`src/design/scsd_pkg.sv`:
```
package scsd_pkg;
	// Clock and oscillator figures, in kHz as printed.
	localparam int CLK_KHZ = 40000;
	localparam int OSC_KHZ = 24500;
	// Register indices; the byte address is the index shifted by IDX_LSB.
	localparam int ADDR_W = 12;
	localparam int IDX_LSB = 2;
	localparam logic [7:0] IDX_SRC = 8'ha9;
	localparam logic [7:0] IDX_TRIM = 8'hb3;
	localparam logic [7:0] IDX_CTRL = 8'hb2;
	// Field positions.
	localparam int RDY_BIT = 7;
	localparam int DIV_LSB = 4;
	localparam int RSV_BIT = 3;
	localparam int SEL_LSB = 0;
	localparam int SSE_BIT = 3;
	localparam int PRE_LSB = 0;
	// Codes and reset values.
	localparam logic [2:0] SEL_INT = 3'h0;
	localparam logic [2:0] SEL_EXT = 3'h1;
	localparam logic [2:0] DIV_RST = 3'h0;
	localparam logic [1:0] PRE_D8 = 2'h0;
	localparam logic [1:0] PRE_D4 = 2'h1;
	localparam logic [1:0] PRE_D2 = 2'h2;
	localparam logic [1:0] PRE_D1 = 2'h3;
	localparam logic [1:0] RESP_OK = 2'h0;
	localparam logic [1:0] RESP_ERR = 2'h2;
	// Oscillator model: a phase accumulator whose carry is one oscillator cycle.
	localparam int PH_W = 16;
	localparam int INC_NOM = int'((longint'(OSC_KHZ) << PH_W) / CLK_KHZ);
	localparam int TRIM_MID = 64;
	localparam int TRIM_STEP = 256;
	// Spread spectrum: step size and deviation in basis points of center.
	localparam int SS_UPD = 32;
	localparam int SS_PER = 384;
	localparam int SS_STEPS = SS_PER / SS_UPD;
	localparam int SS_STEP_BP = 25;
	localparam int SS_DEV_BP = 75;
	localparam int SS_MAX = SS_DEV_BP / SS_STEP_BP;
	localparam int SS_INC = INC_NOM * SS_STEP_BP / 10000;
	localparam int DIV_MAX = 128;
	typedef enum logic [1:0] {
		SW_RUN  = 2'b01,
		SW_WAIT = 2'b10
	} scsd_sw_t;
endpackage

```
`src/design/scsd_div_if.sv`:
```
`timescale 1ns/1ps
interface scsd_div_if;
	logic       src_tick;
	logic [2:0] div_code;
	logic       div_write;
	logic       ready;
	logic       core_en;
	modport ctl (output src_tick, output div_code, output div_write, input ready, input core_en);
	modport div (input src_tick, input div_code, input div_write, output ready, output core_en);
endinterface

```
`src/design/scsd_int_osc.sv`:
```
`timescale 1ns/1ps
module scsd_int_osc
	import scsd_pkg::*;
#(
	parameter int TRIM_W = 7
) (
	input  wire logic              clk_sys,
	input  wire logic              rst,
	input  wire logic [TRIM_W-1:0] trim,
	input  wire logic              spread_enable,
	input  wire logic [1:0]        prescale,
	output logic                   pre_tick
);
	logic [PH_W-1:0] ph_reg, ph_next;
	logic [4:0]      upd_reg, upd_next;
	logic [3:0]      idx_reg, idx_next;
	logic [2:0]      pre_reg, pre_next;
	logic            osc_reg, osc_next, pre_next_t;
	logic [PH_W:0]   sum;
	int              inc;

	// Stepped triangle 0,1,2,3,2,1,0,-1,-2,-3,-2,-1 over one modulation period.
	function automatic int tri_val(input logic [3:0] i);
		if (i <= 4'(SS_MAX)) return int'(i);
		else if (i <= 4'(3 * SS_MAX)) return 2 * SS_MAX - int'(i);
		else return int'(i) - SS_STEPS;
	endfunction

	function automatic logic [2:0] pre_last(input logic [1:0] c);
		case (c)
			PRE_D8:  return 3'h7;
			PRE_D4:  return 3'h3;
			PRE_D2:  return 3'h1;
			default: return 3'h0;
		endcase
	endfunction

	// Lower trim means a larger increment, so the oscillator runs faster.
	always_comb begin
		inc = INC_NOM + (TRIM_MID - int'(trim)) * TRIM_STEP;
		if (spread_enable) inc = inc + tri_val(idx_reg) * SS_INC;
		sum = {1'b0, ph_reg} + (PH_W+1)'(inc);
		ph_next = sum[PH_W-1:0];
		osc_next = sum[PH_W];
		upd_next = upd_reg;
		idx_next = idx_reg;
		if (!spread_enable) begin
			upd_next = 5'h00;
			idx_next = 4'h0;
		end else if (osc_reg) begin
			upd_next = upd_reg + 5'h01;
			if (upd_reg == 5'(SS_UPD - 1)) begin
				idx_next = (idx_reg == 4'(SS_STEPS - 1)) ? 4'h0 : idx_reg + 4'h1;
			end
		end
		pre_next = pre_reg;
		pre_next_t = 1'b0;
		if (osc_reg) begin
			pre_next = (pre_reg >= pre_last(prescale)) ? 3'h0 : pre_reg + 3'h1;
			pre_next_t = (pre_reg >= pre_last(prescale));
		end
	end

	// Oscillator state registers.
	always_ff @(posedge clk_sys) begin
		if (rst) begin
			ph_reg <= '0;
			upd_reg <= 5'h00;
			idx_reg <= 4'h0;
			pre_reg <= 3'h0;
			osc_reg <= 1'b0;
			pre_tick <= 1'b0;
		end else begin
			ph_reg <= ph_next;
			upd_reg <= upd_next;
			idx_reg <= idx_next;
			pre_reg <= pre_next;
			osc_reg <= osc_next;
			pre_tick <= pre_next_t;
		end
	end
endmodule

```
`src/design/scsd_sysdiv.sv`:
```
`timescale 1ns/1ps
module scsd_sysdiv
	import scsd_pkg::*;
(
	input  wire logic clk_sys,
	input  wire logic rst,
	scsd_div_if.div   dv
);
	logic [6:0] cnt_reg, cnt_next;
	logic [2:0] act_reg, act_next, want_reg, want_next;
	logic       pend_reg, pend_next, rdy_next, en_next;
	logic       rdy_reg, en_reg;
	logic [7:0] wait_reg;

	// Switch ratio only at the end of a divided period, so no runt pulses appear.
	always_comb begin
		cnt_next = cnt_reg;
		act_next = act_reg;
		want_next = dv.div_write ? dv.div_code : want_reg;
		pend_next = pend_reg | dv.div_write;
		rdy_next = rdy_reg & ~dv.div_write;
		en_next = 1'b0;
		if (dv.src_tick) begin
			if (cnt_reg >= 7'((DIV_MAX - 1) >> (7 - act_reg))) begin
				cnt_next = 7'h00;
				en_next = 1'b1;
				if (pend_reg && !dv.div_write) begin
					act_next = want_reg;
					pend_next = 1'b0;
					rdy_next = 1'b1;
				end
			end else begin
				cnt_next = cnt_reg + 7'h01;
			end
		end
	end

	// Divider registers; reset leaves a pending apply so ready rises at the first boundary.
	always_ff @(posedge clk_sys) begin
		if (rst) begin
			cnt_reg <= 7'h00;
			act_reg <= DIV_RST;
			want_reg <= DIV_RST;
			pend_reg <= 1'b1;
			rdy_reg <= 1'b0;
			en_reg <= 1'b0;
		end else begin
			cnt_reg <= cnt_next;
			act_reg <= act_next;
			want_reg <= want_next;
			pend_reg <= pend_next;
			rdy_reg <= rdy_next;
			en_reg <= en_next;
		end
	end

	assign dv.ready = rdy_reg;
	assign dv.core_en = en_reg;

	// Source ticks spent waiting for a divide change; only the checks read it.
	always_ff @(posedge clk_sys) begin
		if (rst || !pend_reg) wait_reg <= 8'h00;
		else if (dv.src_tick && wait_reg != 8'hff) wait_reg <= wait_reg + 8'h01;
	end
endmodule

```
`src/design/scsd_clock_ctl.sv`:
```
// Added by the designer: register access over AXI4-Lite.
`timescale 1ns/1ps
// Overview of operation
// - Bit 7 of the clock select register is a read-only flag that is 1 once the divide is applied.
// - The selected source is divided by 1 to 128 in powers of two from the field at bits 6:4.
// - Bit 3 of the clock select register reads zero and software writes only zero there.
// - Bits 2:0 pick the internal oscillator on 000 and the external one on 001.
// - After reset the internal oscillator is the system clock source.
// - The internal oscillator passes a prescaler of 1, 2, 4 or 8 that resets to divide by 8.
// - With spread enabled the internal oscillator follows a triangle at its frequency over 384.
// - Spread steps change every 32 oscillator cycles by 0.25% within plus or minus 0.75%.
// - The trim field at bits 6:0 sets the period monotonically, zero being fastest.
// - Reset loads the trim with the calibration value that gives 24.5 MHz.
// - A divide change completes within 128 undivided source cycles and then sets ready.
// - A source switch takes effect within one period of the slower oscillator.
// - Prescale codes 00, 01 and 10 select divide by 8, 4 and 2.
module scsd_clock_ctl
	import scsd_pkg::*;
#(
	parameter logic [6:0] TRIM_FACTORY = 7'h40 // Per-part calibration; neutral default.
) (
	input  wire logic              clk_sys,
	input  wire logic              rst,
	input  wire logic              ext_osc_tick,
	output logic                   core_clock,
	output logic [2:0]             source_active,
	input  wire logic [ADDR_W-1:0] s_axi_awaddr,
	input  wire logic              s_axi_awvalid,
	output logic                   s_axi_awready,
	input  wire logic [31:0]       s_axi_wdata,
	input  wire logic [3:0]        s_axi_wstrb,
	input  wire logic              s_axi_wvalid,
	output logic                   s_axi_wready,
	output logic [1:0]             s_axi_bresp,
	output logic                   s_axi_bvalid,
	input  wire logic              s_axi_bready,
	input  wire logic [ADDR_W-1:0] s_axi_araddr,
	input  wire logic              s_axi_arvalid,
	output logic                   s_axi_arready,
	output logic [31:0]            s_axi_rdata,
	output logic [1:0]             s_axi_rresp,
	output logic                   s_axi_rvalid,
	input  wire logic              s_axi_rready
);
	scsd_div_if dv ();

	// Bus handshake state.
	logic              awr_reg, awr_next;
	logic              wr_reg, wr_next;
	logic              bv_reg, bv_next;
	logic [1:0]        br_reg, br_next;
	logic              awf_reg, awf_next;
	logic              wf_reg, wf_next;
	logic [ADDR_W-1:0] awa_reg, awa_next;
	logic [7:0]        wd_reg, wd_next;
	logic              ws_reg, ws_next;
	logic              arr_reg, arr_next;
	logic              rv_reg, rv_next;
	logic [1:0]        rr_reg, rr_next;
	logic [7:0]        rd_reg, rd_next;
	logic              do_wr;

	// Register contents.
	logic [2:0]        sel_reg, sel_next;
	logic [2:0]        div_reg, div_next;
	logic [6:0]        trim_reg, trim_next;
	logic              sse_reg, sse_next;
	logic [1:0]        pre_reg, pre_next;
	logic              dw_reg, dw_next;

	// Source switch state.
	scsd_sw_t          sw_reg, sw_next;
	logic [2:0]        act_reg, act_next;
	logic              seen_i_reg, seen_i_next;
	logic              seen_e_reg, seen_e_next;
	logic              tick_reg, tick_next;
	logic              int_tick;
	logic              core_reg;

	// Address decode shared by the read and the write path.
	function automatic logic hit(input logic [ADDR_W-1:0] a, input logic [7:0] idx);
		return a[ADDR_W-1:IDX_LSB] == (ADDR_W-IDX_LSB)'(idx) && a[IDX_LSB-1:0] == '0;
	endfunction

	function automatic logic mapped(input logic [ADDR_W-1:0] a);
		return hit(a, IDX_SRC) || hit(a, IDX_TRIM) || hit(a, IDX_CTRL);
	endfunction

	// Write channel: address and data are latched in either order, then one response.
	always_comb begin
		awr_next = awr_reg;
		wr_next = wr_reg;
		bv_next = bv_reg;
		br_next = br_reg;
		awf_next = awf_reg;
		wf_next = wf_reg;
		awa_next = awa_reg;
		wd_next = wd_reg;
		ws_next = ws_reg;
		do_wr = 1'b0;
		if (s_axi_awvalid && awr_reg) begin
			awf_next = 1'b1;
			awr_next = 1'b0;
			awa_next = s_axi_awaddr;
		end
		if (s_axi_wvalid && wr_reg) begin
			wf_next = 1'b1;
			wr_next = 1'b0;
			wd_next = s_axi_wdata[7:0];
			ws_next = s_axi_wstrb[0];
		end
		if (awf_reg && wf_reg && !bv_reg) begin
			do_wr = ws_reg && mapped(awa_reg);
			bv_next = 1'b1;
			br_next = mapped(awa_reg) ? RESP_OK : RESP_ERR;
		end
		if (bv_reg && s_axi_bready) begin
			bv_next = 1'b0;
			awf_next = 1'b0;
			wf_next = 1'b0;
			awr_next = 1'b1;
			wr_next = 1'b1;
		end
	end

	// Write channel registers; both readies open after reset.
	always_ff @(posedge clk_sys) begin
		if (rst) begin
			awr_reg <= 1'b1;
			wr_reg <= 1'b1;
			bv_reg <= 1'b0;
			br_reg <= RESP_OK;
			awf_reg <= 1'b0;
			wf_reg <= 1'b0;
			awa_reg <= '0;
			wd_reg <= 8'h00;
			ws_reg <= 1'b0;
		end else begin
			awr_reg <= awr_next;
			wr_reg <= wr_next;
			bv_reg <= bv_next;
			br_reg <= br_next;
			awf_reg <= awf_next;
			wf_reg <= wf_next;
			awa_reg <= awa_next;
			wd_reg <= wd_next;
			ws_reg <= ws_next;
		end
	end

	// Register writes; reserved source codes are dropped so the mux never sees them.
	always_comb begin
		sel_next = sel_reg;
		div_next = div_reg;
		trim_next = trim_reg;
		sse_next = sse_reg;
		pre_next = pre_reg;
		dw_next = 1'b0;
		if (do_wr && hit(awa_reg, IDX_SRC)) begin
			div_next = wd_reg[DIV_LSB +: 3];
			dw_next = 1'b1;
			if (wd_reg[SEL_LSB +: 3] == SEL_INT || wd_reg[SEL_LSB +: 3] == SEL_EXT) begin
				sel_next = wd_reg[SEL_LSB +: 3];
			end
		end
		if (do_wr && hit(awa_reg, IDX_TRIM)) trim_next = wd_reg[6:0];
		if (do_wr && hit(awa_reg, IDX_CTRL)) begin
			sse_next = wd_reg[SSE_BIT];
			pre_next = wd_reg[PRE_LSB +: 2];
		end
	end

	// Register file; trim takes the calibration value at reset.
	always_ff @(posedge clk_sys) begin
		if (rst) begin
			sel_reg <= SEL_INT;
			div_reg <= DIV_RST;
			trim_reg <= TRIM_FACTORY;
			sse_reg <= 1'b0;
			pre_reg <= PRE_D8;
			dw_reg <= 1'b0;
		end else begin
			sel_reg <= sel_next;
			div_reg <= div_next;
			trim_reg <= trim_next;
			sse_reg <= sse_next;
			pre_reg <= pre_next;
			dw_reg <= dw_next;
		end
	end

	// Read channel: one read in flight, data is captured when the address is taken.
	always_comb begin
		arr_next = arr_reg;
		rv_next = rv_reg;
		rr_next = rr_reg;
		rd_next = rd_reg;
		if (s_axi_arvalid && arr_reg) begin
			arr_next = 1'b0;
			rv_next = 1'b1;
			rr_next = mapped(s_axi_araddr) ? RESP_OK : RESP_ERR;
			rd_next = 8'h00;
			if (hit(s_axi_araddr, IDX_SRC)) begin
				rd_next[RDY_BIT] = dv.ready;
				rd_next[DIV_LSB +: 3] = div_reg;
				rd_next[RSV_BIT] = 1'b0;
				rd_next[SEL_LSB +: 3] = sel_reg;
			end
			if (hit(s_axi_araddr, IDX_TRIM)) rd_next[6:0] = trim_reg;
			if (hit(s_axi_araddr, IDX_CTRL)) begin
				rd_next[SSE_BIT] = sse_reg;
				rd_next[PRE_LSB +: 2] = pre_reg;
			end
		end
		if (rv_reg && s_axi_rready) begin
			rv_next = 1'b0;
			arr_next = 1'b1;
		end
	end

	// Read channel registers.
	always_ff @(posedge clk_sys) begin
		if (rst) begin
			arr_reg <= 1'b1;
			rv_reg <= 1'b0;
			rr_reg <= RESP_OK;
			rd_reg <= 8'h00;
		end else begin
			arr_reg <= arr_next;
			rv_reg <= rv_next;
			rr_reg <= rr_next;
			rd_reg <= rd_next;
		end
	end

	assign s_axi_awready = awr_reg;
	assign s_axi_wready = wr_reg;
	assign s_axi_bvalid = bv_reg;
	assign s_axi_bresp = br_reg;
	assign s_axi_arready = arr_reg;
	assign s_axi_rvalid = rv_reg;
	assign s_axi_rresp = rr_reg;
	assign s_axi_rdata = {24'h000000, rd_reg};

	// Internal oscillator with trim, spread modulation and its prescaler.
	scsd_int_osc #(
		.TRIM_W        (7)
	) u_osc (
		.clk_sys       (clk_sys),
		.rst           (rst),
		.trim          (trim_reg),
		.spread_enable (sse_reg),
		.prescale      (pre_reg),
		.pre_tick      (int_tick)
	);

	// A switch waits for one cycle of each oscillator, which ends within the slower one's period.
	always_comb begin
		sw_next = sw_reg;
		act_next = act_reg;
		seen_i_next = seen_i_reg | int_tick;
		seen_e_next = seen_e_reg | ext_osc_tick;
		case (sw_reg)
			SW_RUN: begin
				if (sel_reg != act_reg) begin
					sw_next = SW_WAIT;
					seen_i_next = 1'b0;
					seen_e_next = 1'b0;
				end
			end
			SW_WAIT: begin
				if (seen_i_reg && seen_e_reg) begin
					act_next = sel_reg;
					sw_next = SW_RUN;
				end
			end
			default: begin
				sw_next = SW_RUN;
			end
		endcase
		tick_next = (act_reg == SEL_EXT) ? ext_osc_tick : int_tick;
	end

	// Source switch registers; reset returns to the internal oscillator.
	always_ff @(posedge clk_sys) begin
		if (rst) begin
			sw_reg <= SW_RUN;
			act_reg <= SEL_INT;
			seen_i_reg <= 1'b0;
			seen_e_reg <= 1'b0;
			tick_reg <= 1'b0;
		end else begin
			sw_reg <= sw_next;
			act_reg <= act_next;
			seen_i_reg <= seen_i_next;
			seen_e_reg <= seen_e_next;
			tick_reg <= tick_next;
		end
	end

	assign dv.src_tick = tick_reg;
	assign dv.div_code = div_reg;
	assign dv.div_write = dw_reg;

	// Power-of-two divider producing the core clock enable.
	scsd_sysdiv u_div (
		.clk_sys (clk_sys),
		.rst     (rst),
		.dv      (dv)
	);

	// Core clock enable and active source leave through flops.
	always_ff @(posedge clk_sys) begin
		if (rst) core_reg <= 1'b0;
		else core_reg <= dv.core_en;
	end

	assign core_clock = core_reg;
	assign source_active = act_reg;
endmodule

```
`config.mk`:
```
export PLATFORM = sky130hd
export DESIGN_NAME = scsd_clock_ctl
export DESIGN_NICKNAME = d
export VERILOG_FILES = /design/src/design/scsd_pkg.sv /design/src/design/scsd_div_if.sv /design/src/design/scsd_int_osc.sv /design/src/design/scsd_sysdiv.sv /design/src/design/scsd_clock_ctl.sv
export SDC_FILE = /design/constraint.sdc
export NUM_CORES = 1
export LEC_CHECK = 0
export ABC_AREA = 1
export BUFFER_PORTS_ARGS = -buffer_cell sky130_fd_sc_hd__buf_2
export CAP_MARGIN = 10
export CELL_PAD_IN_SITES_DETAIL_PLACEMENT = 1
export CELL_PAD_IN_SITES_GLOBAL_PLACEMENT = 2
export CORE_MARGIN = 2
export CORE_UTILIZATION = 32
export DETAILED_ROUTE_END_ITERATION = 12
export PLACE_DENSITY = 0.89
export SLEW_MARGIN = 30
export SYNTH_ARGS = -nofsm -noshare
export SYNTH_HDL_FRONTEND = slang
export SYNTH_SLANG_ARGS = --single-unit
```
`constraint.sdc`:
```
create_clock -name clk_sys -period 7.83 [get_ports clk_sys]
set_clock_uncertainty 0.15 [all_clocks]
set_input_delay 0.3915 -clock clk_sys [delete_from_list [all_inputs] [get_ports clk_sys]]
set_output_delay 0.3915 -clock clk_sys [all_outputs]
set_load 0.01 [all_outputs]
```
Word level (Yosys, flattened, before mapping)
Cells that the tools add are included.

Register bits: 111. Input port bits: 68. Output and inout port bits: 45. Word-level logic and storage cells: 151.

Add/subtract/negate cells: 11. $mul: 1. Magnitude comparators: 4. Equal/unequal tests: 17. Shift operators: 1. Mux-type cells: 32. Bitwise operators: 8. Reduce and logical (&&, ||, !) cells: 40.

Operators with widths (number): $mux W32 (3); $eq A10 B8 Y1 const B (6); $mul A32 B6 Y15 const B (1); $shr A7 B32 Y7 const A (1); $logic_and A1 B1 Y1 (19); $add A16 B17 Y17 (1); $add A17 B17 Y17 (1); $add A17 B17 Y17 const A (1); $mux W17 (1); $mux W1 (15); $mux W7 (2); $mux W2 (5); $reduce_or A2 Y1 (5); $pmux W3 S3 (1); $mux W8 (1); $reduce_and A2 Y1 (4); $sub A7 B7 Y8 const A (1); $add A7 B1 Y7 const B (1); $ge A7 B7 Y1 (1); $eq A3 B1 Y1 const B (2); $logic_not A2 Y1 (3); $mux W3 (2); $add A5 B1 Y5 const B (1); $eq A5 B5 Y1 const B (1); other kinds (22) (35).

Logic depth before layout (Yosys ltp)
Gate-level depths: netlist of the first run.

Depth after elaboration: 8. Mapped depth: 39. Depth with buffers taken out: 39.

By module
From an unflattened synthesis of the first run, not the netlist that was laid out.

Cell total of the unflattened synthesis: 1006. Area, all modules: 7034.2 um2.

Modules (own cells, without submodules): scsd_int_osc (times used 1, cells an instance 496, area each 3269.4 um2, sequential area each 560.5 um2); scsd_clock_ctl (times used 1, cells an instance 393, area each 2865.2 um2, sequential area each 1261.2 um2); scsd_sysdiv (times used 1, cells an instance 117, area each 899.6 um2, sequential area each 320.3 um2).

Worst setup path before layout of the first run
No wires, ideal clock.

Kind: register to register. Start point: register u_osc.idx_reg[0]. End point: register u_osc.osc_reg. Setup time: 0.115 ns. Arrival: 5.271 ns. Required time: 7.565 ns. Slack: 2.294 ns. Stages on the path, launching flop included: 37. Path buffers: 0. Clock period less this slack: 5.536 ns. Cell sequence: dfxtp_1 > inv_1 > ha_1 > inv_1 > nand2_1 > nand2_2 > nand2_4 > nand2_2 > nand2_2 > nand2_2 > nand2_4 > ha_1 > inv_1 > fa_1 > ha_1 > ha_1 > fa_1 > ha_1 > a21oi_1 > o21ai_0 > inv_1 > nand2_2 > nand2_1 > nand2_1 > or2_1 > nand3_2 > o21ai_2 > ha_1 > inv_1 > nor3_1 > nand3_1 > o2111ai_1 > nand3_1 > nand3_1 > nand3_1 > nand2_1 > nor2_1.

Cells in the longest elaborated chain, start to end: 8. Elaborated cells on any way between the ends: 11. Classes of those cells: 4 x add/sub; 1 x mul; 2 x order compare; 4 x mux.

Ends and longest elaborated chain: start, declared (RTL line scsd_int_osc.sv:16) `logic [3:0] idx_reg, idx_next;`; start signal, assigned (RTL line scsd_int_osc.sv:76) `idx_reg <= idx_next;`; $sub A4 B4 Y5 (tied with other cells) (RTL line scsd_int_osc.sv:26) `else return int'(i) - SS_STEPS;`; $mux W32 (RTL line scsd_int_osc.sv:25) `else if (i <= 4'(3 * SS_MAX)) return 2 * SS_MAX - int'(i);`; $mux W32 * (RTL line scsd_int_osc.sv:24) `if (i <= 4'(SS_MAX)) return int'(i);`; $mux W32 * (RTL line scsd_int_osc.sv:41) `if (spread_enable) inc = inc + tri_val(idx_reg) * SS_INC;`; $mul A32 B6 Y15 * (RTL line scsd_int_osc.sv:41); $add A17 B17 Y17 * (RTL line scsd_int_osc.sv:41); $mux W17 * (RTL line scsd_int_osc.sv:41); $add A16 B17 Y17 * (RTL line scsd_int_osc.sv:42) `sum = {1'b0, ph_reg} + (PH_W+1)'(inc);`; end signal, assigned (RTL line scsd_int_osc.sv:78) `osc_reg <= osc_next;`; end, declared (RTL line scsd_int_osc.sv:18) `logic osc_reg, osc_next, pre_next_t;`.

Mark *: on every way between the ends. The rest lies on a longest branch, timed or not. The select of a mux whose other input is x is not followed. A chain may end at the register's enable or synchronous reset.

Worst setup path after layout of the first run
Same ends and word-level chain as after synthesis.

==> run_summary.xml, run 1 <==
<?xml version="1.0" encoding="UTF-8"?>
<metrics>
  <group name="die">
    <metric name="placeableCoreArea" unit="mm^2">0.0202</metric>
    <metric name="initial_core_util" unit="">0.325</metric>
    <metric name="rows" unit="">52</metric>
    <metric name="chipWidth" unit="um">147</metric>
    <metric name="die_area" unit="mm^2">0.0217</metric>
    <metric name="die_height" unit="um">147</metric>
    <metric name="io-pin-count" unit="">113</metric>
  </group>
  <group name="synthesis">
    <metric name="synth_cell_type_count" unit="">45</metric>
    <metric name="synth-seq-area-share" unit="">0.326</metric>
    <metric name="mappedNetlistArea" unit="mm^2">0.00658</metric>
    <metric name="synth_flop_cell" unit="">sky130_fd_sc_hd__dfxtp_1</metric>
    <metric name="post-synth-top-area-fraction" unit="">0.326</metric>
    <metric name="asyncSetResetFlopFracSynth" unit="">0</metric>
    <metric name="syn-instance-count" unit="">913</metric>
    <metric name="most_area_hungry_cell_type_in_the_yosys_netlist" unit="">sky130_fd_sc_hd__dfxtp_1</metric>
    <metric name="synth_edf_count" unit="">0</metric>
    <metric name="synth_warnings" unit="">0</metric>
    <metric name="synth.top_cells.by_area" unit="">sky130_fd_sc_hd__dfxtp_1 (33%), sky130_fd_sc_hd__ha_1 (11%), sky130_fd_sc_hd__nand2_1 (8.3%), sky130_fd_sc_hd__inv_1 (7.0%), sky130_fd_sc_hd__a21oi_1 (6.5%)</metric>
    <metric name="ys_seq_elements" unit="">107</metric>
    <metric name="post_synth.cell_area_avg" unit="um^2">7.20</metric>
  </group>
  <group name="routing">
    <metric name="detail_route.wirelength" unit="mm">16.5</metric>
    <metric name="drtPass1Iterations" unit="">4</metric>
    <metric name="ant_nets" unit="">0</metric>
    <metric name="drt-wirelength-per-cell" unit="um">13.3</metric>
    <metric name="drcViolationCount" unit="">0</metric>
    <metric name="first_iter_violations" unit="">160</metric>
    <metric name="vias" unit="">5872</metric>
    <metric name="detail_route.vias_per_cell" unit="">4.74</metric>
  </group>
  <group name="flow_run">
    <metric name="timing.max_cap.violations" unit="">0</metric>
  </group>
  <group name="power">
    <metric name="p_leak" unit="nW">3.55</metric>
    <metric name="vdd_drop_max" unit="V">0.0000986</metric>
    <metric name="power_density" unit="mW/mm^2">160</metric>
    <metric name="design_power_total" unit="mW">1.17</metric>
  </group>
  <group name="timing">
    <metric name="final-hold-violation-count" unit="">0</metric>
    <metric name="layout_worst_path_cycle_share" unit="">0.811</metric>
    <metric name="setup-violations-final" unit="">0</metric>
    <metric name="finalSetupTns" unit="ns">0</metric>
    <metric name="timing_worst_slew_pin_value" unit="ns">0.847</metric>
    <metric name="max_freq" unit="GHz">0.157</metric>
    <metric name="finalWorstPathRequiredPeriod" unit="ns">6.35</metric>
    <metric name="rsz0062_at_grt" unit="">no</metric>
    <metric name="drv_slew" unit="">0</metric>
    <metric name="timing.max_slew.rel_slack" unit="">0.430</metric>
  </group>
  <group name="grt">
    <metric name="grt_pass1_vias" unit="">5939</metric>
    <metric name="grt_max_degree" unit="">51</metric>
    <metric name="grt_first_pass_wirelength" unit="mm">28.0</metric>
    <metric name="grt_antenna_before_repair" unit="">0</metric>
    <metric name="global_route.usage.total" unit="">0.156</metric>
    <metric name="grt_overflow_total" unit="">0</metric>
  </group>
  <group name="critical_path">
    <metric name="critPathRequiredTime" unit="ns">7.91</metric>
    <metric name="crit_fanout" unit="">9</metric>
    <metric name="r2r_slack" unit="ns">1.48</metric>
    <metric name="cpMaxStageDelayCell" unit="">sky130_fd_sc_hd__dfxtp_1</metric>
    <metric name="start_to_end_type_of_the_worst_setup_path" unit="">register to register</metric>
    <metric name="critical_path.reg2reg.endpoint" unit="">u_osc.osc_reg</metric>
    <metric name="critical_path.most_common_cell" unit="">sky130_fd_sc_hd__ha_1</metric>
    <metric name="worstSetupStartpointType" unit="">register</metric>
    <metric name="end_kind" unit="">register</metric>
    <metric name="worst-endpoint-arrival" unit="ns">6.43</metric>
    <metric name="worstRegToRegCells" unit="">36</metric>
    <metric name="slowest_delay" unit="ns">0.52</metric>
    <metric name="r2r_start" unit="">u_osc.idx_reg[0]</metric>
  </group>
  <group name="worst_hold_path">
    <metric name="worst_hold_path_endpoint" unit="">s_axi_arready</metric>
    <metric name="holdPathStages" unit="">3</metric>
    <metric name="path_category_of_the_worst_min_delay_check" unit="">primary input to register</metric>
    <metric name="timing.hold.worst.start" unit="">s_axi_rready</metric>
  </group>
  <group name="clock_network">
    <metric name="tritoncts_clock_tree" unit="">built</metric>
    <metric name="cts_post_setup_buffers_inserted" unit="">0</metric>
    <metric name="cts.sinks" unit="">107</metric>
    <metric name="cts.hold.buffers_added" unit="">0</metric>
    <metric name="numCtsBuffers" unit="">9</metric>
    <metric name="htree_levels" unit="">3</metric>
    <metric name="clkSlewWorstSetupHoldPaths" unit="ns">0.07</metric>
    <metric name="ctsLongestPathBuffers" unit="">2</metric>
    <metric name="cts_resized" unit="">0</metric>
    <metric name="insertion_delay" unit="ns">0.34</metric>
    <metric name="cts_root_buffer" unit="">sky130_fd_sc_hd__clkbuf_16</metric>
  </group>
  <group name="cells_and_area">
    <metric name="sequential_cell_area" unit="mm^2">0.00214</metric>
    <metric name="layout-area-overhead-vs-synth" unit="%">11.3</metric>
    <metric name="largest_register_ff_count" unit="">14</metric>
    <metric name="mostFrequentLayoutCells" unit="">sky130_fd_sc_hd__nand2_1 (145), sky130_fd_sc_hd__inv_1 (123), sky130_fd_sc_hd__dfxtp_1 (107), sky130_fd_sc_hd__nor2_1 (98), sky130_fd_sc_hd__a21oi_1 (86)</metric>
    <metric name="layout.cells.most_common" unit="">sky130_fd_sc_hd__nand2_1</metric>
    <metric name="finish.net_count" unit="">1097</metric>
    <metric name="multiInputGateArea" unit="mm^2">0.00379</metric>
    <metric name="layout-drive-gt1-share" unit="">0.102</metric>
    <metric name="insertedDiodeCount" unit="">0</metric>
    <metric name="fillers" unit="">2573</metric>
  </group>
  <group name="place">
    <metric name="finalWeightedCongestion" unit="">0.797</metric>
    <metric name="port_buffers" unit="">58</metric>
    <metric name="detailedPlacementHpwl" unit="mm">13.2</metric>
  </group>
  <group name="status">
    <metric name="status" unit="">completed</metric>
  </group>
</metrics>
==> report_power, final <==
group	internal, mW	switching, mW	total (mW)
clock	0.246	0.200	0.447
combinational	0.0480	0.0856	0.134
sequential	0.571	0.0168	0.588
==> layout make-up <==
type	instances	area share
tap	270	0.0461
sequential	107	0.293
clock buffer	10	0.0313
clock inverter	5	0.00735
timing repair buffer	59	0.0407
multi-input combinational	663	0.517
inverter	126	0.0646
==> logic make-up (layout without fill, tap and decap cells) <==
kind of cell,Yosys count,after routing,synth area share
fa+ha+maj,63,63,0.124
simple gates,348,348,0.236
xor+xnor,23,23,0.0306
buf+inv,168,200,0.113
compound gates,203,203,0.170
other cells,1,26,0.000570
flops,107,107,0.326
==> Yosys cell counts, types with 3 or more instances <==
master,instances
sky130_fd_sc_hd__o21a_1,3
sky130_fd_sc_hd__nor2_1,98
sky130_fd_sc_hd__inv_1,123
sky130_fd_sc_hd__nand4_1,16
sky130_fd_sc_hd__buf_4,27
sky130_fd_sc_hd__nor3_1,17
sky130_fd_sc_hd__nand2_2,10
sky130_fd_sc_hd__xnor2_1,7
sky130_fd_sc_hd__clkbuf_1,11
sky130_fd_sc_hd__a31oi_1,7
sky130_fd_sc_hd__or2_1,3
sky130_fd_sc_hd__xor2_1,16
sky130_fd_sc_hd__nand3_2,3
sky130_fd_sc_hd__a21oi_1,86
sky130_fd_sc_hd__ha_1,59
sky130_fd_sc_hd__o221ai_1,3
sky130_fd_sc_hd__dfxtp_1,107
sky130_fd_sc_hd__o21ai_0,78
sky130_fd_sc_hd__clkinv_1,3
sky130_fd_sc_hd__a211oi_1,5
sky130_fd_sc_hd__nor4_1,6
sky130_fd_sc_hd__nand3_1,36
sky130_fd_sc_hd__nand2_1,145
sky130_fd_sc_hd__nand3b_1,5
sky130_fd_sc_hd__fa_1,4
sky130_fd_sc_hd__a221oi_1,4
sky130_fd_sc_hd__nand2_4,5
==> worst max-delay path: cells and delay by family, from the launching register on <==
family                   cells  cell delay [ns]
AO/OA/AOI/OAI                4             0.62
adder cells (fa/ha/maj)      8             2.67
buffers and inverters        5             0.46
flip-flops                   1             0.52
AND/OR/NAND/NOR             19             1.80
==> metrics by stage <==
step	hold slack [ns]	util	std cells	setup WS [ns]	area, um^2
final	0.127	0.362	1240	1.48	7320
after global routing	0.137	0.362	1240	0.878	7320
after CTS	0.120	0.362	1240	1.44	7320
after detailed placement	0.249	0.348	1225	1.46	7040
after global placement	0.247	0.348	1225	1.59	7040
after floorplan	0.238	-	938	2.29	6670
==> metal layers <==
metal	global-route usage	part of all wire	routed length, um
met2	0.282	0.49	8010
met4	0.0389	0.016	261
met5	0	0	0
met1	0.197	0.48	7900
met3	0.0207	0.019	313
==> how the worst max path moves through the flow <==
stage | from | to | slack (ns)
CTS | u_osc.idx_reg[0] | u_osc.osc_reg | 1.44
detailed placement | u_osc.idx_reg[0] | u_osc.osc_reg | 1.46
finish | u_osc.idx_reg[0] | u_osc.osc_reg | 1.48
global route | u_osc.idx_reg[0] | u_osc.osc_reg | 0.88
global placement | u_osc.idx_reg[0] | u_osc.osc_reg | 1.59
floorplan | u_osc.idx_reg[0] | u_osc.osc_reg | 2.29
Note: power is estimated with default switching activity, not from simulation.
==> run 2, diff against run 1 <==
--- a/config.mk
+++ b/config.mk
@@ -5,13 +5,13 @@
 export SDC_FILE = /design/constraint.sdc
 export NUM_CORES = 1
 export LEC_CHECK = 0
-export ABC_AREA = 1
+export ABC_AREA = 0
 export BUFFER_PORTS_ARGS = -buffer_cell sky130_fd_sc_hd__buf_2
 export CAP_MARGIN = 10
 export CELL_PAD_IN_SITES_DETAIL_PLACEMENT = 1
 export CELL_PAD_IN_SITES_GLOBAL_PLACEMENT = 2
 export CORE_MARGIN = 2
-export CORE_UTILIZATION = 32
+export CORE_UTILIZATION = 34
 export DETAILED_ROUTE_END_ITERATION = 12
 export PLACE_DENSITY = 0.89
 export SLEW_MARGIN = 30
==> constraint.sdc (replaced) <==
create_clock -name clk_sys -period 6.05 [get_ports clk_sys]
set_clock_uncertainty 0.15 [all_clocks]
set_input_delay 0.3025 -clock clk_sys [delete_from_list [all_inputs] [get_ports clk_sys]]
set_output_delay 0.3025 -clock clk_sys [all_outputs]
set_load 0.01 [all_outputs]
==> run 2 against run 1 <==
Compared with the run above: the flow now finishes with violations (setup timing); critical path depth is 9 lower; setup slack worse by 1.6 ns; die area is 6.5% lower; synthesized area is 0.80% lower; routed wire length is 2.9% higher; core utilization is 6.3 points higher; non-clock buffer count is 59 higher; register-to-register slack worse by 1.6 ns; maximum frequency is 2.9% higher; total power is 39% higher.
==> run_summary.xml, run 2 <==
<?xml version="1.0" encoding="UTF-8"?>
<metrics>
  <group name="synthesis">
    <metric name="post-synth-top-area-fraction" unit="">0.328</metric>
    <metric name="syn-instance-count" unit="">761</metric>
    <metric name="synth.top_cells.by_area" unit="">sky130_fd_sc_hd__dfxtp_1 (33%), sky130_fd_sc_hd__ha_1 (11%), sky130_fd_sc_hd__nand2_1 (5.1%), sky130_fd_sc_hd__mux2i_1 (4.9%), sky130_fd_sc_hd__nor2_1 (4.6%)</metric>
    <metric name="synth_warnings" unit="">0</metric>
    <metric name="synth_cell_type_count" unit="">69</metric>
    <metric name="commonest_cells_in_the_synthesized_netlist" unit="">sky130_fd_sc_hd__dfxtp_1 (107), sky130_fd_sc_hd__nand2_1 (89), sky130_fd_sc_hd__nor2_1 (80)</metric>
    <metric name="mappedNetlistArea" unit="mm^2">0.00653</metric>
    <metric name="synth-seq-area-share" unit="">0.328</metric>
    <metric name="synth_flop_cell" unit="">sky130_fd_sc_hd__dfxtp_1</metric>
    <metric name="synth_edf_count" unit="">0</metric>
    <metric name="most_area_hungry_cell_type_in_the_yosys_netlist" unit="">sky130_fd_sc_hd__dfxtp_1</metric>
    <metric name="asyncSetResetFlopFracSynth" unit="">0</metric>
    <metric name="ys_seq_elements" unit="">107</metric>
    <metric name="post_synth.cell_area_avg" unit="um^2">8.57</metric>
    <metric name="post-synth-top-count-cell" unit="">sky130_fd_sc_hd__dfxtp_1</metric>
  </group>
  <group name="timing">
    <metric name="timing.max_slew.rel_slack" unit="">0.450</metric>
    <metric name="timing_worst_slew_pin_value" unit="ns">0.814</metric>
    <metric name="rsz0062_at_grt" unit="">yes</metric>
    <metric name="final-hold-violation-count" unit="">0</metric>
    <metric name="max_freq" unit="GHz">0.162</metric>
    <metric name="drv_slew" unit="">0</metric>
    <metric name="final_critical_path_setup_slack" unit="ns">-0.120</metric>
    <metric name="layout_worst_path_cycle_share" unit="">1.02</metric>
    <metric name="setup-violations-final" unit="">2</metric>
    <metric name="finalHoldWorstSlack" unit="ns">0.0268</metric>
    <metric name="finalWorstPathRequiredPeriod" unit="ns">6.17</metric>
  </group>
  <group name="grt">
    <metric name="grt_first_pass_wirelength" unit="mm">26.3</metric>
    <metric name="global_route.usage.total" unit="">0.161</metric>
    <metric name="grt_max_degree" unit="">56</metric>
    <metric name="grt_overflow_total" unit="">0</metric>
    <metric name="grt_antenna_before_repair" unit="">0</metric>
    <metric name="grt_pass1_vias" unit="">5537</metric>
  </group>
  <group name="cells_and_area">
    <metric name="layout-area-overhead-vs-synth" unit="%">22.3</metric>
    <metric name="insertedDiodeCount" unit="">0</metric>
    <metric name="largest_register_ff_count" unit="">14</metric>
    <metric name="mostFrequentLayoutCells" unit="">sky130_fd_sc_hd__dfxtp_1 (105), sky130_fd_sc_hd__nand2_1 (89), sky130_fd_sc_hd__nor2_1 (78), sky130_fd_sc_hd__buf_2 (58), sky130_fd_sc_hd__buf_4 (54)</metric>
    <metric name="layout-drive-gt1-share" unit="">0.247</metric>
    <metric name="fillers" unit="">2247</metric>
    <metric name="finish.net_count" unit="">994</metric>
    <metric name="layout.cells.most_common" unit="">sky130_fd_sc_hd__dfxtp_1</metric>
  </group>
  <group name="power">
    <metric name="power_density" unit="mW/mm^2">204</metric>
    <metric name="power.switching_fraction" unit="">0.279</metric>
    <metric name="vdd_drop_max" unit="V">0.000115</metric>
    <metric name="share_clk_of_total_power" unit="">0.356</metric>
    <metric name="power.share.combinational" unit="">0.171</metric>
    <metric name="power.internal" unit="mW">1.17</metric>
    <metric name="power_frac_seq" unit="">0.474</metric>
    <metric name="switching_power" unit="uW">453</metric>
    <metric name="p_leak" unit="nW">3.46</metric>
    <metric name="design_power_total" unit="mW">1.62</metric>
  </group>
  <group name="clock_network">
    <metric name="ctsLongestPathBuffers" unit="">2</metric>
    <metric name="cts_root_buffer" unit="">sky130_fd_sc_hd__clkbuf_16</metric>
    <metric name="cts.sinks" unit="">107</metric>
    <metric name="numCtsBuffers" unit="">9</metric>
    <metric name="htree_levels" unit="">3</metric>
    <metric name="tritoncts_clock_tree" unit="">built</metric>
    <metric name="insertion_delay" unit="ns">0.36</metric>
    <metric name="clkSlewWorstSetupHoldPaths" unit="ns">0.08</metric>
  </group>
  <group name="critical_path">
    <metric name="cell_family_with_the_largest_share_of_critical_path_delay" unit="">adder cells</metric>
    <metric name="slowest_delay" unit="ns">0.54</metric>
    <metric name="critPathRequiredTime" unit="ns">6.18</metric>
    <metric name="worstSetupStartpointType" unit="">register</metric>
    <metric name="crit_fanout" unit="">5</metric>
    <metric name="cpMaxStageDelayCell" unit="">sky130_fd_sc_hd__fa_1</metric>
    <metric name="start_to_end_type_of_the_worst_setup_path" unit="">register to register</metric>
    <metric name="critical_path.most_common_cell" unit="">sky130_fd_sc_hd__ha_4</metric>
    <metric name="critPathBufInv" unit="">4</metric>
    <metric name="worst-endpoint-arrival" unit="ns">6.30</metric>
    <metric name="end_kind" unit="">register</metric>
  </group>
  <group name="die">
    <metric name="initial_core_util" unit="">0.348</metric>
    <metric name="placeableCoreArea" unit="mm^2">0.0188</metric>
    <metric name="chipWidth" unit="um">143</metric>
    <metric name="rows" unit="">50</metric>
    <metric name="io-pin-count" unit="">113</metric>
    <metric name="die_area" unit="mm^2">0.0203</metric>
    <metric name="die_height" unit="um">143</metric>
  </group>
  <group name="flow_run">
    <metric name="timing.max_cap.violations" unit="">0</metric>
  </group>
  <group name="status">
    <metric name="status" unit="">complete, but fails checks</metric>
    <metric name="violations_in_the_final_reports" unit="">setup timing</metric>
  </group>
  <group name="routing">
    <metric name="drt-wirelength-per-cell" unit="um">15.4</metric>
    <metric name="detail_route.vias_per_cell" unit="">5.04</metric>
    <metric name="drtPass1Iterations" unit="">4</metric>
    <metric name="vias" unit="">5554</metric>
    <metric name="ant_nets" unit="">0</metric>
    <metric name="detail_route.wirelength" unit="mm">17.0</metric>
    <metric name="drcViolationCount" unit="">0</metric>
    <metric name="first_iter_violations" unit="">179</metric>
  </group>
  <group name="place">
    <metric name="finalWeightedCongestion" unit="">0.822</metric>
    <metric name="detailedPlacementHpwl" unit="mm">12.2</metric>
    <metric name="pre_cts_slack" unit="ns">-0.217</metric>
    <metric name="port_buffers" unit="">58</metric>
  </group>
  <group name="worst_hold_path">
    <metric name="path_category_of_the_worst_min_delay_check" unit="">primary input to register</metric>
  </group>
</metrics>
## run 2: power groups by stage
stage | Clock [mW] | Combinational [mW] | Sequential, mW
2_1_floorplan | 0 | 0.177 | 0.777
3_3_place_gp | 0 | 0.224 | 0.785
3_5_place_dp | 0 | 0.233 | 0.785
4_1_cts | 0.600 | 0.245 | 0.769
5_1_grt | 0.626 | 0.309 | 0.775
6_report | 0.577 | 0.277 | 0.769
## run 2: layer usage
metal,vias up,track usage,routed length (um)
li1,2786,-,-
met1,2651,0.201,7620
met2,101,0.280,8430
met3,16,0.0384,647
met4,0,0.0406,253
met5,-,0,0
## run 2: worst min-delay path, stage by stage
cell	delay [ns]
sky130_fd_sc_hd__buf_2	0.09
sky130_fd_sc_hd__nand2_1	0.04
sky130_fd_sc_hd__a21oi_1	0.05
## run 2: logic make-up (layout without fill, tap and decap cells)
| kind of cell | after synthesis | in the layout | synth area share |
|---|---|---|---|
| flip-flops | 107 | 107 | 0.328 |
| buffers and inverters | 86 | 168 | 0.0704 |
| adder cells (fa/ha/maj) | 63 | 63 | 0.125 |
| other | 1 | 26 | 0.000575 |
| AO/OA/AOI/OAI | 130 | 130 | 0.136 |
| AND/OR/NAND/NOR | 279 | 279 | 0.202 |
| XOR/XNOR | 53 | 53 | 0.0711 |
| multiplexers | 42 | 42 | 0.0669 |
## run 2: per-stage QoR
| step | area (um^2) | std cells | TNS (ns) | util |
|---|---|---|---|---|
| after global routing | 7980 | 1102 | -0.733 | 0.425 |
| final | 7980 | 1102 | -0.158 | 0.425 |
| after detailed placement | 7300 | 1073 | -0.392 | 0.389 |
| after CTS | 7730 | 1095 | -0.0186 | 0.412 |
| after floorplan | 6710 | 786 | -0.0667 | - |
| after global placement | 7300 | 1073 | -0.0696 | 0.389 |
## run 2: layout make-up
cell class                 instances  area [um^2]  share of cell area
clock buffer                      11          243              0.0304
clock inverter                     5         42.5             0.00533
inverter                          34          130              0.0163
multi-input combinational        593         4360               0.547
sequential                       107         2150               0.269
tap                              234          293              0.0367
timing repair buffer             118          762              0.0955
## run 2: what timing repair did
item,CTS,global route
hold buffers,1,0
endpoints found under the hold margin,1,0
buffers inserted,5,8
pin swaps,14,28
setup endpoints to repair,3,4
gates cloned,0,0
resized for setup,21,37
## run 2: final timing paths
path,from,endpoint,slack [ns],cells past startpoint
worst max-delay path,u_osc.idx_reg[2],u_osc.osc_reg,-0.12,27
worst min-delay path,s_axi_awaddr[1],awa_reg[1],0.03,3
worst max register to register,u_osc.idx_reg[2],u_osc.osc_reg,-0.12,27
worst min register to register,awa_reg[11],awa_reg[11],0.30,2
==> run 3, diff against run 2 <==
--- a/config.mk
+++ b/config.mk
@@ -13,8 +13,9 @@
 export CORE_MARGIN = 2
 export CORE_UTILIZATION = 34
 export DETAILED_ROUTE_END_ITERATION = 12
-export PLACE_DENSITY = 0.89
+export PLACE_DENSITY = 0.91
 export SLEW_MARGIN = 30
 export SYNTH_ARGS = -nofsm -noshare
 export SYNTH_HDL_FRONTEND = slang
+export SYNTH_HIERARCHICAL = 1
 export SYNTH_SLANG_ARGS = --single-unit
==> run 3 against run 2 <==
Compared with the run above: the run still ends with setup timing left; synthesized area up 2.6%; core utilization down 0.56 points; clock power up 4.0%; count of clock-buffer cells in the layout down 1; combinational power down 9.4%; cell count up 4.4%; register-to-register slack worse by 0.08 ns; via count up 2.6%; synthesized cell count up 1.3%; flip-flop and latch count unchanged; largest cell class unchanged.
==> run_summary.xml, run 3 <==
<?xml version="1.0" encoding="UTF-8"?>
<metrics>
  <group name="routing">
    <metric name="detail_route.vias_per_cell" unit="">4.95</metric>
    <metric name="drt-wirelength-per-cell" unit="um">14.3</metric>
    <metric name="first_iter_violations" unit="">169</metric>
    <metric name="vias" unit="">5698</metric>
    <metric name="detail_route.wirelength" unit="mm">16.4</metric>
    <metric name="drcViolationCount" unit="">0</metric>
    <metric name="drtPass1Iterations" unit="">4</metric>
    <metric name="ant_nets" unit="">0</metric>
  </group>
  <group name="synthesis">
    <metric name="syn-instance-count" unit="">771</metric>
    <metric name="most_area_hungry_cell_type_in_the_yosys_netlist" unit="">sky130_fd_sc_hd__dfxtp_1</metric>
    <metric name="asyncSetResetFlopFracSynth" unit="">0</metric>
    <metric name="post_synth.cell_area_avg" unit="um^2">8.68</metric>
    <metric name="mappedNetlistArea" unit="mm^2">0.00669</metric>
    <metric name="synth_flop_cell" unit="">sky130_fd_sc_hd__dfxtp_1</metric>
    <metric name="synth.top_cells.by_area" unit="">sky130_fd_sc_hd__dfxtp_1 (32%), sky130_fd_sc_hd__ha_1 (12%), sky130_fd_sc_hd__mux2i_1 (4.5%), sky130_fd_sc_hd__nand2_1 (4.4%), sky130_fd_sc_hd__a21oi_1 (4.2%)</metric>
    <metric name="synth-seq-area-share" unit="">0.320</metric>
    <metric name="post-synth-top-count-cell" unit="">sky130_fd_sc_hd__dfxtp_1</metric>
    <metric name="post-synth-top-area-fraction" unit="">0.320</metric>
    <metric name="synth_cell_type_count" unit="">80</metric>
    <metric name="synth_edf_count" unit="">0</metric>
    <metric name="synth_warnings" unit="">6</metric>
    <metric name="ys_seq_elements" unit="">107</metric>
    <metric name="commonest_cells_in_the_synthesized_netlist" unit="">sky130_fd_sc_hd__dfxtp_1 (107), sky130_fd_sc_hd__nand2_1 (78), sky130_fd_sc_hd__nor2_1 (74)</metric>
  </group>
  <group name="critical_path">
    <metric name="r2r_slack" unit="ns">-0.20</metric>
    <metric name="cp_num_cells" unit="">32</metric>
    <metric name="critical_path.reg2reg.endpoint" unit="">u_osc/osc_reg</metric>
    <metric name="worstSetupStartpointType" unit="">register</metric>
    <metric name="start_to_end_type_of_the_worst_setup_path" unit="">register to register</metric>
    <metric name="crit_fanout" unit="">4</metric>
    <metric name="end_kind" unit="">register</metric>
    <metric name="cell_family_with_the_largest_share_of_critical_path_delay" unit="">compound AO/OA/AOI/OAI gates</metric>
    <metric name="cpMaxStageDelayCell" unit="">sky130_fd_sc_hd__fa_1</metric>
    <metric name="critPathBufInv" unit="">6</metric>
    <metric name="r2r_start" unit="">u_osc/idx_reg[2]</metric>
    <metric name="worst-endpoint-arrival" unit="ns">6.35</metric>
    <metric name="crit_end" unit="">u_osc/osc_reg</metric>
    <metric name="worstRegToRegCells" unit="">32</metric>
    <metric name="critPathRequiredTime" unit="ns">6.15</metric>
    <metric name="critical_path.startpoint" unit="">u_osc/idx_reg[2]</metric>
    <metric name="slowest_delay" unit="ns">0.39</metric>
  </group>
  <group name="grt">
    <metric name="global_route.usage.met1" unit="">0.199</metric>
    <metric name="grt_max_degree" unit="">51</metric>
    <metric name="met3_use_gr" unit="">0.0298</metric>
    <metric name="grt_pass1_vias" unit="">5825</metric>
    <metric name="gr-max-usage-layer" unit="">met2</metric>
    <metric name="grt_overflow_total" unit="">0</metric>
    <metric name="grt_first_pass_wirelength" unit="mm">27.2</metric>
    <metric name="grt_antenna_before_repair" unit="">0</metric>
    <metric name="global_route.usage.total" unit="">0.162</metric>
    <metric name="globalRouteMet2Util" unit="">0.290</metric>
  </group>
  <group name="cells_and_area">
    <metric name="layout.cells.most_common" unit="">sky130_fd_sc_hd__dfxtp_1</metric>
    <metric name="layout-area-overhead-vs-synth" unit="%">21.6</metric>
    <metric name="finish.net_count" unit="">1016</metric>
    <metric name="layout-drive-gt1-share" unit="">0.233</metric>
    <metric name="finish.cell_count_without_fillers" unit="">1150</metric>
    <metric name="mostFrequentLayoutCells" unit="">sky130_fd_sc_hd__dfxtp_1 (103), sky130_fd_sc_hd__nand2_1 (76), sky130_fd_sc_hd__nor2_1 (72), sky130_fd_sc_hd__buf_4 (65), sky130_fd_sc_hd__buf_2 (58)</metric>
    <metric name="largest_register_ff_count" unit="">14</metric>
    <metric name="post-route-cell-area" unit="mm^2">0.00814</metric>
    <metric name="insertedDiodeCount" unit="">0</metric>
  </group>
  <group name="clock_network">
    <metric name="cts_root_buffer" unit="">sky130_fd_sc_hd__clkbuf_16</metric>
    <metric name="ctsLongestPathBuffers" unit="">2</metric>
    <metric name="numCtsBuffers" unit="">9</metric>
    <metric name="clkSlewWorstSetupHoldPaths" unit="ns">0.08</metric>
    <metric name="cts.sinks" unit="">107</metric>
    <metric name="htree_levels" unit="">3</metric>
    <metric name="insertion_delay" unit="ns">0.36</metric>
    <metric name="tritoncts_clock_tree" unit="">built</metric>
  </group>
  <group name="timing">
    <metric name="rsz0062_at_grt" unit="">yes</metric>
    <metric name="layout_worst_path_cycle_share" unit="">1.03</metric>
    <metric name="finalHoldWorstSlack" unit="ns">0.0137</metric>
    <metric name="final_critical_path_setup_slack" unit="ns">-0.196</metric>
    <metric name="timing.max_slew.rel_slack" unit="">0.400</metric>
    <metric name="timing_worst_slew_pin_value" unit="ns">0.894</metric>
    <metric name="finalWorstPathRequiredPeriod" unit="ns">6.25</metric>
    <metric name="final-hold-violation-count" unit="">0</metric>
    <metric name="setup-violations-final" unit="">1</metric>
    <metric name="max_freq" unit="GHz">0.160</metric>
    <metric name="drv_slew" unit="">0</metric>
  </group>
  <group name="power">
    <metric name="vdd_drop_max" unit="V">0.000154</metric>
    <metric name="power_density" unit="mW/mm^2">199</metric>
    <metric name="design_power_total" unit="mW">1.62</metric>
    <metric name="p_leak" unit="nW">3.45</metric>
  </group>
  <group name="place">
    <metric name="pre_cts_slack" unit="ns">-0.359</metric>
    <metric name="finalWeightedCongestion" unit="">0.813</metric>
    <metric name="placedCellCount" unit="">1123</metric>
    <metric name="port_buffers" unit="">58</metric>
    <metric name="placed_area" unit="mm^2">0.00763</metric>
    <metric name="detailedPlacementHpwl" unit="mm">12.2</metric>
  </group>
  <group name="status">
    <metric name="violations_in_the_final_reports" unit="">setup timing</metric>
    <metric name="status" unit="">complete, but fails checks</metric>
  </group>
  <group name="die">
    <metric name="io-pin-count" unit="">113</metric>
    <metric name="chipWidth" unit="um">144</metric>
    <metric name="die_area" unit="mm^2">0.0208</metric>
    <metric name="rows" unit="">51</metric>
    <metric name="die_height" unit="um">144</metric>
    <metric name="placeableCoreArea" unit="mm^2">0.0194</metric>
    <metric name="initial_core_util" unit="">0.345</metric>
  </group>
  <group name="flow_run">
    <metric name="timing.max_cap.violations" unit="">0</metric>
  </group>
  <group name="worst_hold_path">
    <metric name="path_category_of_the_worst_min_delay_check" unit="">primary input to register</metric>
  </group>
</metrics>
## run 3: cell types whose count changed in the layout (fill, tap and decap cells not counted), moves of 8 or more
cell	change
sky130_fd_sc_hd__nand2_1	-13
sky130_fd_sc_hd__nand2b_1	+8
sky130_fd_sc_hd__buf_4	+11
sky130_fd_sc_hd__a21oi_1	+10
sky130_fd_sc_hd__nand3_1	-8
## run 3: report_power, final
group | internal [mW] | total [mW] | switching [mW]
combinational | 0.123 | 0.251 | 0.128
clock | 0.293 | 0.600 | 0.307
sequential | 0.736 | 0.764 | 0.0287
## run 3: cell families (layout without fill, tap and decap cells)
kind of cell / after synthesis / in the layout / synth area share
and+or+nand+nor: 259 / 259 / 0.196
AOI/OAI and AO/OA: 157 / 157 / 0.161
DFF: 107 / 107 / 0.320
buffers and inverters: 92 / 181 / 0.0688
adders and majority gates: 68 / 68 / 0.132
xor gates and xnor gates: 50 / 50 / 0.0654
muxes: 37 / 37 / 0.0567
other: 1 / 26 / 0.000560
## run 3: metal layers
metal,vias up,share of wire
met4,0,0.018
li1,2854,-
met5,-,0
met3,19,0.035
met2,94,0.50
met1,2731,0.45
## run 3: timing repair
item / in CTS / in global routing
hold endpoints to repair: 1 / 0
resized for setup: 7 / 19
setup buffers: 2 / 8
hold buffers: 1 / 0
gates cloned: 0 / 0
setup endpoints to repair: 2 / 4
pin swaps: 2 / 14
## run 3: layout make-up
cell class	instances	area, um^2
clock buffers	10	229
clock inverters	6	66.3
fillers	2356	11300
inverters	41	156
multi-input cells	597	4410
flip-flops and latches	107	2150
well taps	265	332
repair buffers	124	788
## run 3: through the flow
stage / utilization / setup TNS (ns)
floorplan: - / -0.00451
global placement: 0.393 / -0.139
detailed placement: 0.393 / -0.359
CTS: 0.410 / -0.285
global route: 0.419 / -0.786
finish: 0.419 / -0.196
## run 3: worst min path at each step
stage	startpoint	end	slack [ns]	cells past startpoint
after floorplan	rst	u_osc/ph_reg[2]	0.22	1
after global placement	rd_reg[2]	rd_reg[2]	0.29	2
after detailed placement	u_div/dv.core_en	core_clock	0.28	1
after CTS	ext_osc_tick	seen_e_reg	0.004	2
after global routing	ext_osc_tick	seen_e_reg	0.001	2
final	ext_osc_tick	seen_e_reg	0.01	2
